## config.mk

```make
export PLATFORM = sky130hd
export DESIGN_NAME = conv_ctrl
export DESIGN_NICKNAME = d
export VERILOG_FILES = /design/src/conv_ctrl_pkg.sv /design/src/conv_sequencer.sv /design/src/conv_ctrl.sv
export SDC_FILE = /design/constraint.sdc
export NUM_CORES = 1
export LEC_CHECK = 0
export BUFFER_PORTS_ARGS = -buffer_cell sky130_fd_sc_hd__buf_2
export CORE_MARGIN = 2
export CORE_UTILIZATION = 46
export DETAILED_ROUTE_END_ITERATION = 10
export PLACE_DENSITY = 0.8
export SLEW_MARGIN = 10
export SYNTH_ARGS = -nofsm -noshare
export SYNTH_HDL_FRONTEND = slang
export SYNTH_SLANG_ARGS = --single-unit
```

## constraint.sdc

```tcl
create_clock -name CLOCK -period 2.45 [get_ports CLOCK]
set_clock_uncertainty 0.05 [all_clocks]
set_input_delay 0.245 -clock CLOCK [delete_from_list [all_inputs] [get_ports CLOCK]]
set_output_delay 0.245 -clock CLOCK [all_outputs]
set_load 0.03 [all_outputs]
```

## src/conv_ctrl_pkg.sv

```systemverilog
// Package for the converter command and status block.
// Assumes one clock domain shared by the bus slave and the analog core.
package conv_ctrl_pkg;

   // ----------------------------------------
   // Register offsets (byte addresses)
   // ----------------------------------------
   localparam logic [7:0] OFS_CONVERSION_CONTROL = 8'h00;
   localparam logic [7:0] OFS_CONVERSION_COMMAND = 8'h04;
   localparam logic [7:0] OFS_CONVERSION_STATUS  = 8'h08;
   localparam logic [7:0] OFS_EVENT_FLAGS        = 8'h10;
   localparam logic [7:0] OFS_EVENT_MASK         = 8'h14;

   // ----------------------------------------
   // Control fields
   // ----------------------------------------
   localparam int FILTER_LSB   = 4;
   localparam int SINGLE_AFTER_SCAN_PRIORITY_BIT = 3;
   localparam logic [1:0] FILTER_BYPASS = 2'h0;
   localparam logic [1:0] FILTER_DECOUPLING_CAP_FILTER  = 2'h1;
   localparam logic [1:0] FILTER_RC     = 2'h2;

   // ----------------------------------------
   // Command strobe bits
   // ----------------------------------------
   localparam int CMD_ONE_SHOT_BEGIN = 0;
   localparam int CMD_ONE_SHOT_HALT  = 1;
   localparam int CMD_SCAN_BEGIN     = 2;
   localparam int CMD_SCAN_HALT      = 3;

   // ----------------------------------------
   // Status bits
   // ----------------------------------------
   localparam int ST_ONE_SHOT_ACT   = 0;
   localparam int ST_SCAN_ACT       = 1;
   localparam int ST_ONE_SHOT_REF   = 8;
   localparam int ST_SCAN_REF       = 9;
   localparam int ST_WARM           = 12;
   localparam int ST_ONE_SHOT_VALID = 16;
   localparam int ST_SCAN_VALID     = 17;
   localparam int ST_ORIGIN_LSB     = 24;

   // ----------------------------------------
   // Event flag bits and reset values
   // ----------------------------------------
   localparam int EV_ONE_SHOT_DONE = 0;
   localparam int EV_SCAN_DONE     = 1;
   localparam logic [1:0]  EV_RESET   = 2'h0;
   localparam logic [31:0] REG_RESET  = 32'h0000_0000;

   // ----------------------------------------
   // Carriers
   // ----------------------------------------
   typedef struct packed {
      logic start;
      logic scan;
      logic halt;
   } core_req_s;

   typedef struct packed {
      logic       done;
      logic       scan;
      logic       last;
      logic [2:0] channel;
   } core_resp_s;

   typedef struct packed {
      logic converter;
      logic scan_ref;
      logic one_shot_ref;
   } warm_s;

endpackage

```

## src/conv_sequencer.sv

```systemverilog
// Sequencer deciding which conversion the analog core runs next.
// Assumes the core answers each start with done pulses on the same clock.
`timescale 1ns/1ps
`default_nettype none
module conv_sequencer
   import conv_ctrl_pkg::*;
(
   input  wire logic clk,
   input  wire logic rst,
   input  wire logic single_pend,
   input  wire logic scan_pend,
   input  wire logic single_after_scan_priority,
   input  wire logic halt_single,
   input  wire logic halt_scan,
   input  wire core_resp_s resp,
   output core_req_s  req,
   output logic       take_single,
   output logic       take_scan,
   output logic       single_busy,
   output logic       scan_busy
);

   typedef enum logic [1:0] {IDLE, SINGLE_RUN, SCAN_RUN} seq_e;

   typedef struct packed {
      seq_e      st;
      core_req_s req;
   } seq_s;

   seq_s cur;
   seq_s next_cur;

   always_comb begin
      next_cur    = cur;
      next_cur.req = '0;
      take_single = 1'b0;
      take_scan   = 1'b0;
      case (cur.st)
         IDLE: begin
            // Scan always wins a free core
            if (scan_pend && !halt_scan) begin
               next_cur.req.start = 1'b1;
               next_cur.req.scan  = 1'b1;
               next_cur.st        = SCAN_RUN;
               take_scan          = 1'b1;
            end else if (single_pend && !single_after_scan_priority && !halt_single) begin
               next_cur.req.start = 1'b1;
               next_cur.st        = SINGLE_RUN;
               take_single        = 1'b1;
            end
         end
         SINGLE_RUN: begin
            // A running single finishes before a waiting scan
            if (halt_single) begin
               next_cur.req.halt = 1'b1;
               next_cur.st       = IDLE;
            end else if (resp.done && !resp.scan) begin
               next_cur.st = IDLE;
            end
         end
         SCAN_RUN: begin
            if (halt_scan) begin
               next_cur.req.halt = 1'b1;
               next_cur.req.scan = 1'b1;
               next_cur.st       = IDLE;
            end else if (resp.done && resp.scan && resp.last) begin
               // Tailgated single goes straight after the sequence
               if (single_pend && single_after_scan_priority && !halt_single) begin
                  next_cur.req.start = 1'b1;
                  next_cur.st        = SINGLE_RUN;
                  take_single        = 1'b1;
               end else begin
                  next_cur.st = IDLE;
               end
            end
         end
         default: next_cur.st = IDLE;
      endcase
   end

   always_ff @(posedge clk) begin
      if (rst) begin
         cur <= '{st: IDLE, req: '0};
      end else begin
         cur <= next_cur;
      end
   end

   assign req         = cur.req;
   assign single_busy = (cur.st == SINGLE_RUN);
   assign scan_busy   = (cur.st == SCAN_RUN);

endmodule
`default_nettype wire

```

## src/conv_ctrl.sv

```systemverilog
// Converter command and status block with a classic Wishbone slave.
// Assumes the analog core shares CLOCK and reports conversions by done pulses.
//
// Function
// - Filter field 0 bypasses, 1 picks decoupling capacitor, 2 picks RC filter.
// - Without tailgating, scan has priority but waits for a running single.
// - With tailgating, a pending single starts only right after a scan ends.
// - Writing one to command bit 3 halts the scan sequence.
// - Writing one to command bit 2 begins a scan sequence.
// - Writing one to command bit 1 halts the single conversion.
// - Writing one to command bit 0 begins a single conversion.
// - Status field shows the channel of the latest scan result, 0 to 7.
// - Single-ended scan origin code n means input channel n.
// - Differential scan origin codes 0 to 3 mean pairs 0-1 to 6-7.
// - Status bits 1 and 0 show scan and single activity or pending work.
// - Status bit 16 shows single data valid, bit 17 scan data valid.
// - Status bits 12, 9 and 8 show converter and reference warm-up.
//
// Design decision made here: the Wishbone register port.
`timescale 1ns/1ps
`default_nettype none
module conv_ctrl
   import conv_ctrl_pkg::*;
#(
   parameter int ADDR_W = 8
)(
   input  wire logic        CLOCK,
   input  wire logic        SYS_RST,
   input  wire logic        WB_CYC_I,
   input  wire logic        WB_STB_I,
   input  wire logic        WB_WE_I,
   input  wire logic [ADDR_W-1:0] WB_ADR_I,
   input  wire logic [3:0]  WB_SEL_I,
   input  wire logic [31:0] WB_DAT_I,
   output logic             WB_ACK_O,
   output logic [31:0]      WB_DAT_O,
   output logic             IRQ,
   output logic             FILTER_DECOUPLING_CAP_FILTER_EN,
   output logic             FILTER_RC_EN,
   input  wire logic        DIFF_MODE,
   input  wire warm_s       WARM,
   input  wire core_resp_s  CORE_RESP,
   output core_req_s        CORE_REQ
);

   // ----------------------------------------
   // Parameter checks
   // ----------------------------------------
   if (ADDR_W < 8 || ADDR_W > 32) begin : g_bad_addr
      $error("ADDR_W must lie between 8 and 32");
   end

   // ----------------------------------------
   // State
   // ----------------------------------------
   typedef struct packed {
      logic [1:0]  filter;
      logic        single_after_scan_priority;
      logic        single_pend;
      logic        scan_pend;
      logic        halt_single;
      logic        halt_scan;
      logic        single_dv;
      logic        scan_dv;
      logic [2:0]  origin;
      logic [1:0]  ev_flags;
      logic [1:0]  ev_mask;
      logic        ack;
      logic [31:0] rdata;
      logic        irq;
      logic        decoupling_cap_filter_en;
      logic        rc_en;
   } ctrl_s;

   ctrl_s cur;
   ctrl_s next_cur;

   logic take_single;
   logic take_scan;
   logic single_busy;
   logic scan_busy;

   // Upper address bits must be zero, so aliases never hit
   function automatic logic hit(input logic [ADDR_W-1:0] adr, input logic [7:0] ofs);
      hit = (adr == ADDR_W'(ofs));
   endfunction

   // ----------------------------------------
   // Sequencer
   // ----------------------------------------
   conv_sequencer u_seq (
      .clk         (CLOCK),
      .rst         (SYS_RST),
      .single_pend (cur.single_pend),
      .scan_pend   (cur.scan_pend),
      .single_after_scan_priority    (cur.single_after_scan_priority),
      .halt_single (cur.halt_single),
      .halt_scan   (cur.halt_scan),
      .resp        (CORE_RESP),
      .req         (CORE_REQ),
      .take_single (take_single),
      .take_scan   (take_scan),
      .single_busy (single_busy),
      .scan_busy   (scan_busy)
   );

   // ----------------------------------------
   // Next state
   // ----------------------------------------
   always_comb begin
      logic        access;
      logic        wr;
      logic        lane0;
      logic        begin_single;
      logic        begin_scan;
      logic        one_shot_done;
      logic        scan_conv_done;
      logic        scan_seq_done;
      logic [31:0] status;
      logic [31:0] rd;
      logic [1:0]  ev_set;

      access         = 1'b0;
      wr             = 1'b0;
      lane0          = 1'b0;
      begin_single   = 1'b0;
      begin_scan     = 1'b0;
      one_shot_done  = 1'b0;
      scan_conv_done = 1'b0;
      scan_seq_done  = 1'b0;
      status         = 32'h0000_0000;
      rd             = 32'h0000_0000;
      ev_set         = 2'h0;

      next_cur     = cur;
      next_cur.ack = 1'b0;
      next_cur.halt_single = 1'b0;
      next_cur.halt_scan   = 1'b0;

      // One-cycle answer; ack drops in the cycle after it was given
      access = WB_CYC_I && WB_STB_I && !cur.ack;
      wr     = access && WB_WE_I;
      lane0  = WB_SEL_I[0];

      one_shot_done  = CORE_RESP.done && !CORE_RESP.scan && single_busy;
      scan_conv_done = CORE_RESP.done && CORE_RESP.scan && scan_busy;
      scan_seq_done  = scan_conv_done && CORE_RESP.last;

      // Register writes, byte lane 0 carries every writable field
      if (wr && lane0) begin
         if (hit(WB_ADR_I, OFS_CONVERSION_CONTROL)) begin
            next_cur.filter   = WB_DAT_I[FILTER_LSB +: 2];
            next_cur.single_after_scan_priority = WB_DAT_I[SINGLE_AFTER_SCAN_PRIORITY_BIT];
         end else if (hit(WB_ADR_I, OFS_CONVERSION_COMMAND)) begin
            // Zero bits leave activity untouched
            begin_single = WB_DAT_I[CMD_ONE_SHOT_BEGIN];
            begin_scan   = WB_DAT_I[CMD_SCAN_BEGIN];
            next_cur.halt_single = WB_DAT_I[CMD_ONE_SHOT_HALT];
            next_cur.halt_scan   = WB_DAT_I[CMD_SCAN_HALT];
         end else if (hit(WB_ADR_I, OFS_EVENT_MASK)) begin
            next_cur.ev_mask = WB_DAT_I[1:0];
         end
      end

      // Filter selection drives the analog switches
      next_cur.decoupling_cap_filter_en = (next_cur.filter == FILTER_DECOUPLING_CAP_FILTER);
      next_cur.rc_en    = (next_cur.filter == FILTER_RC);

      // Pending work: a begin strobe wins over consumption and halts
      next_cur.single_pend = (cur.single_pend && !take_single && !cur.halt_single)
                             || begin_single;
      next_cur.scan_pend   = (cur.scan_pend && !take_scan && !cur.halt_scan)
                             || begin_scan;

      // Data valid: new begin clears, completion sets and wins
      next_cur.single_dv = (cur.single_dv && !begin_single) || one_shot_done;
      next_cur.scan_dv   = (cur.scan_dv && !begin_scan) || scan_conv_done;

      // Differential results name the pair, not the first channel
      if (scan_conv_done) begin
         if (DIFF_MODE) begin
            next_cur.origin = {1'b0, CORE_RESP.channel[2:1]};
         end else begin
            next_cur.origin = CORE_RESP.channel;
         end
      end

      // Event flags: hardware set wins over a write-one clear
      ev_set[EV_ONE_SHOT_DONE] = one_shot_done;
      ev_set[EV_SCAN_DONE]     = scan_seq_done;
      if (wr && lane0 && hit(WB_ADR_I, OFS_EVENT_FLAGS)) begin
         next_cur.ev_flags = (cur.ev_flags & ~WB_DAT_I[1:0]) | ev_set;
      end else begin
         next_cur.ev_flags = cur.ev_flags | ev_set;
      end
      next_cur.irq = |(next_cur.ev_flags & next_cur.ev_mask);

      // Status word
      status[ST_ONE_SHOT_ACT]   = cur.single_pend || single_busy;
      status[ST_SCAN_ACT]       = cur.scan_pend || scan_busy;
      status[ST_ONE_SHOT_REF]   = WARM.one_shot_ref;
      status[ST_SCAN_REF]       = WARM.scan_ref;
      status[ST_WARM]           = WARM.converter;
      status[ST_ONE_SHOT_VALID] = cur.single_dv;
      status[ST_SCAN_VALID]     = cur.scan_dv;
      status[ST_ORIGIN_LSB +: 3] = cur.origin;

      // Read mux; command word and unmapped addresses read zero
      if (hit(WB_ADR_I, OFS_CONVERSION_CONTROL)) begin
         rd[FILTER_LSB +: 2] = cur.filter;
         rd[SINGLE_AFTER_SCAN_PRIORITY_BIT]    = cur.single_after_scan_priority;
      end else if (hit(WB_ADR_I, OFS_CONVERSION_COMMAND)) begin
         rd = 32'h0000_0000;
      end else if (hit(WB_ADR_I, OFS_CONVERSION_STATUS)) begin
         rd = status;
      end else if (hit(WB_ADR_I, OFS_EVENT_FLAGS)) begin
         rd[1:0] = cur.ev_flags;
      end else if (hit(WB_ADR_I, OFS_EVENT_MASK)) begin
         rd[1:0] = cur.ev_mask;
      end

      if (access) begin
         next_cur.ack   = 1'b1;
         next_cur.rdata = WB_WE_I ? 32'h0000_0000 : rd;
      end
   end

   // ----------------------------------------
   // Registers
   // ----------------------------------------
   always_ff @(posedge CLOCK) begin
      if (SYS_RST) begin
         cur          <= '0;
         cur.filter   <= FILTER_BYPASS;
         cur.ev_flags <= EV_RESET;
         cur.ev_mask  <= EV_RESET;
         cur.rdata    <= REG_RESET;
      end else begin
         cur <= next_cur;
      end
   end

   assign WB_ACK_O        = cur.ack;
   assign WB_DAT_O        = cur.rdata;
   assign IRQ             = cur.irq;
   assign FILTER_DECOUPLING_CAP_FILTER_EN = cur.decoupling_cap_filter_en;
   assign FILTER_RC_EN    = cur.rc_en;

endmodule
`default_nettype wire

```

Yosys cells after proc, flatten, opt, wreduce, memory -nomap -nowiden
Cells that the tools add are included.
Widths: inputs -> output; s select.
{"block": "word_totals", "wordCells": 126, "register_bits": 57}
{"block": "classes", "n_mux": 45, "n_reduce_logical": 43, "bitwise_logic": 7, "n_eq_ne": 11}
{"op": "$mux 33", "count": 1}
{"op": "$mux 32", "count": 1}
{"op": "$mux 27", "count": 1}
{"op": "$mux 26", "count": 1}
{"op": "$mux 25", "count": 1}
{"op": "$mux 2", "count": 12}
{"op": "$mux 3", "count": 8}
{"op": "$logic_and 1x1->1", "count": 22}
{"op": "$eq 8x5->1 const B", "count": 2}
{"op": "$mux 1", "count": 16}
{"op": "$logic_not 1->1", "count": 9}
{"op": "$eq 8x3->1 const B", "count": 1}
{"op": "$eq 8x4->1 const B", "count": 1}
{"op": "$logic_not 8->1", "count": 1}
{"op": "$logic_or 1x1->1", "count": 6}
{"op": "$ne 3x2->1 const B", "count": 2}
{"op": "$pmux 2 s3", "count": 1}
{"op": "$and 2x2->2", "count": 2}
{"op": "$eq 2x1->1 const B", "count": 2}
{"op": "$eq 2x2->1 const B", "count": 2}
{"op": "$or 2x2->2", "count": 2}
{"op": "$pmux 1 s2", "count": 2}
{"op": "$pmux 2 s2", "count": 1}
{"op": "$reduce_or 4->1", "count": 1}
{"op": "other kinds (7)", "count": 8}

Longest topological paths before layout
{"block": "logic_depth", "ltp_word": 10, "mapped_depth": 6, "depth_no_buf": 6}

Cells and area by module
Synthesis repeated with hierarchy kept, for this count alone.
{"block": "unflattened", "cells_unflattened": 208, "area_unflattened_um2": 1968.1}
{"module": "conv_ctrl", "area_per_inst_um2": 1584.0, "seq_area_each_um2": 660.6, "cells_per_inst": 164, "n_inst": 1}
{"module": "conv_sequencer", "area_per_inst_um2": 384.1, "seq_area_each_um2": 100.1, "cells_per_inst": 44, "n_inst": 1}

Worst setup path before layout
Ideal clock, no wire load.
{"block": "synth_timing", "path_kind": "register to register", "from": "register u_seq.cur[3] in the netlist's numbering", "to": "register u_seq.cur[3] in the netlist's numbering", "stages_incl_launch_ff": 7, "t_arrival_ps": 1649, "required_time_ps": 2330, "synth_period_minus_slack_ps": 1769, "path_slack_ps": 681, "cell_sequence": "dfxtp_1 inv_1 ha_1 nand4_1 or4b_1 a211o_1 a21oi_1"}
{"block": "synth_between", "elab_chain_len": 3, "word_cells_on_any_way": 8, "classes_between": "5 x eq/ne; 1 x mux; 2 x reduce/logical"}
{"item": "start, declared", "line": "conv_sequencer.sv:30", "source": "seq_s cur;"}
{"item": "start signal, assigned", "line": "conv_sequencer.sv:83", "source": "cur <= '{st: IDLE, req: '0};"}
{"item": "start signal, assigned", "line": "conv_sequencer.sv:85", "source": "cur <= next_cur;"}
{"item": "$eq 2x1->1, or another cell as far along", "line": "conv_sequencer.sv:38", "source": "case (cur.st)"}
{"item": "$ne 3x2->1 (no line) / $ne 3x1->1 (equally long branches)"}
{"item": "$reduce_and 3->1 (no line)"}
Several ways; a longest one is shown, not always the timed one.
A chain may end at the register's enable or synchronous reset.

Worst setup path after layout
Same ends and word-level chain as after synthesis.

==> impl_metrics.py <==
metrics = {
    "synth": {
        "synth-seq-cells": 38,
        "ys_top_cells_by_area": "dfxtp_1 (39%), buf_4 (13%), a22oi_1 (5.0%)",
        "synth_seq_area_share_pct": 38.7,
        "yosys.area.top_type": "dfxtp_1",
        "synth_commonest_cells": "dfxtp_1 (38), buf_4 (35), nor2_1 (26)",
        "synth.most_common_cell": "dfxtp_1",
        "syn-instance-count": 220,
        "ys.warnings.count": 0,
        "syn_area_per_cell_sq_um": 8.93,
        "mappedNetlistArea_sq_um": 1960,
        "synth.top_cell.area_share_pct": 38.7,
        "async_reset_ff_share_pct": 0,
        "ys_types": 48,
        "ys.flop_type": "dfxtp_1",
        "synth-edff-count": 0,
    },
    "clocking": {
        "cts_sinks": 38,
        "h-tree-depth": 2,
        "cts_buffers": 5,
        "clockRootBuffer": "clkbuf_8",
        "postCtsHoldBufs": 0,
        "cts_tree": "built",
        "post_cts_buffers": 0,
        "cts_buffer_depth": 2,
        "clk_pin_slew_ps": 70,
        "cts_resized": 0,
        "clock_latency_ps": 290,
    },
    "pwr": {
        "seq_power_share_pct": 52.6,
        "swShare_pct": 25.7,
        "pwr-share-comb_pct": 9.2,
        "power_leakage_nw": 0.910,
        "p_int_mw": 0.873,
        "pwr-share-clk_pct": 38.2,
        "power_switching_mw": 0.303,
        "irDropWorstVdd_v": 0.000348,
        "powerDensity_nw_per_um2": 548,
    },
    "global_routing": {
        "grt_start_max_net_pins": 39,
        "overflow": 0,
        "grt_usage_pct": 15.8,
        "antenna_found_initial": 0,
        "grt_pass1_wl_microns": 6240,
        "grt_pass1_vias": 1421,
    },
    "sta": {
        "finalHoldViolCount": 0,
        "setup_tns_ps": 0,
        "slew_viol_final": 0,
        "tightest_slew_ps": 650,
        "maxSlewHeadroom_pct": 56.3,
        "min_period_over_period_pct": 80.9,
        "post-route-min-period_ps": 1980,
        "setup_viol": 0,
        "fmax_mhz": 505,
        "rsz0062_at_grt": "no",
        "timing.hold.ws_ps": 109,
    },
    "floorplanning": {
        "io_pins": 98,
        "die_h_microns": 69.4,
        "start_util_pct": 48.4,
        "die_area_sq_um": 4810,
        "chipWidth_microns": 69.4,
        "core_area_sq_um": 4060,
        "rows": 23,
    },
    "job": {
        "cap_violations": 0,
    },
    "placement": {
        "place_hpwl_microns": 2910,
        "port_buffers": 49,
        "gp_congestion": 0.789,
    },
    "hold_path": {
        "hold_class": "in2reg",
    },
    "route": {
        "drt-total-wl_microns": 3870,
        "vias": 1575,
        "drt_first_pass_iters": 4,
        "drcViolationCount": 0,
        "via_per_inst": 5.20,
        "drtAntennaViolNets": 0,
        "wire_per_inst_microns": 12.8,
        "drt_iter0_drc": 69,
    },
    "critical_path": {
        "cp_max_fo": 7,
        "cp_data_required_time_ps": 2620,
        "startpoint_type": "flip-flop",
        "critPathKind": "reg2reg",
        "end_kind": "flip-flop",
        "worstPathArrival_ps": 2150,
    },
    "cells_and_area": {
        "drive_gt1_share_pct": 25.7,
        "antenna_cells": 0,
        "nNetsFinal": 314,
        "area_delta_synth_final_pct": 9.17,
        "fillers": 410,
    },
    "outcome": {
        "outcome": "finished, final reports clean",
    },
}
## layer usage
metal	global-route usage [%]	vias up	wire length (microns)
met5	0	-	0
met3	4.07	6	255
met4	6.97	0	64
met1	19.8	720	1750
met2	25.4	58	1800
li1	-	791	-
## through the flow
stage / power (mW) / cell area (sq um) / util, % / instances / setup WS [ps]
2_1_floorplan: 0.724 / 2030 / - / 238 / 681
3_3_place_gp: 0.739 / 2050 / 50.5 / 295 / 512
3_5_place_dp: 0.740 / 2050 / 50.5 / 295 / 501
4_1_cts: 1.18 / 2140 / 52.9 / 303 / 479
5_1_grt: 1.21 / 2140 / 52.9 / 303 / 338
6_report: 1.18 / 2140 / 52.9 / 303 / 469
## final timing paths
check | cells past startpoint | from | end | slack, ps
hold / removal | 2 | WB_DAT_I[2] | cur[43] | 110
setup / recovery | 6 | u_seq.cur[3] | u_seq.cur[3] | 470
setup reg to reg | 6 | u_seq.cur[3] | u_seq.cur[3] | 470
hold reg to reg | 2 | WB_DAT_O[1] | WB_DAT_O[1] | 400
## layout by cell type (no fill, tap or decap), types with 3 or more instances in the layout
cell type	netlist	layout
a22oi_1	13	13
conb_1	1	19
or3_1	4	4
clkbuf_8	0	6
ha_1	3	3
nor2_1	26	26
or3b_2	3	3
nand3_1	3	3
buf_2	1	49
mux2i_1	9	9
a21oi_1	9	9
nor3b_1	4	4
nand2b_1	4	4
o21ai_0	5	5
nand3b_1	6	6
dfxtp_1	38	38
inv_1	7	7
nand2_1	8	8
nand4_1	3	3
## final cells by class
type | instances | area [sq um] | area share, %
inverter | 7 | 26.3 | 1.23
clock buffer | 6 | 82.6 | 3.85
sequential | 38 | 761 | 35.5
timing repair buffer | 49 | 245 | 11.4
multi-input combinational | 151 | 955 | 44.5
tap | 50 | 62.6 | 2.92
clock inverter | 2 | 12.5 | 0.583
## state kept, by name, summed over array words and instances (netlist names)
name,count
u_seq.req,3
WB_ACK_O,1
u_seq.cur,2
WB_DAT_O,13
IRQ,1
cur,16
FILTER_DECOUPLING_CAP_FILTER_EN,1
FILTER_RC_EN,1
## critical path: stages (launching register included)
cell and delay, ps:
dfxtp_1 330, inv_1 80, ha_1 270, nand4_1 180, or4b_1 600, a211o_1 280, a21oi_1 110
## cell families (layout without fill, tap and decap cells)
kind of cell	count (synthesis)	after routing	share of synthesized area [%]
compound gates	40	40	14.1
fa+ha+maj	3	3	1.91
buf+inv	49	64	16.1
flops	38	38	38.7
mux	9	9	4.59
other cells	1	19	0.191
simple gates	80	80	24.3
## power by group through the flow
| stage | registers [mW] | logic (mW) | clock network (mW) |
|---|---|---|---|
| after floorplan | 0.634 | 0.0902 | 0 |
| after global placement | 0.633 | 0.106 | 0 |
| after detailed placement | 0.633 | 0.107 | 0 |
| after CTS | 0.618 | 0.107 | 0.458 |
| after global routing | 0.618 | 0.116 | 0.478 |
| final | 0.618 | 0.108 | 0.449 |
(Power assumes the default switching activity.)
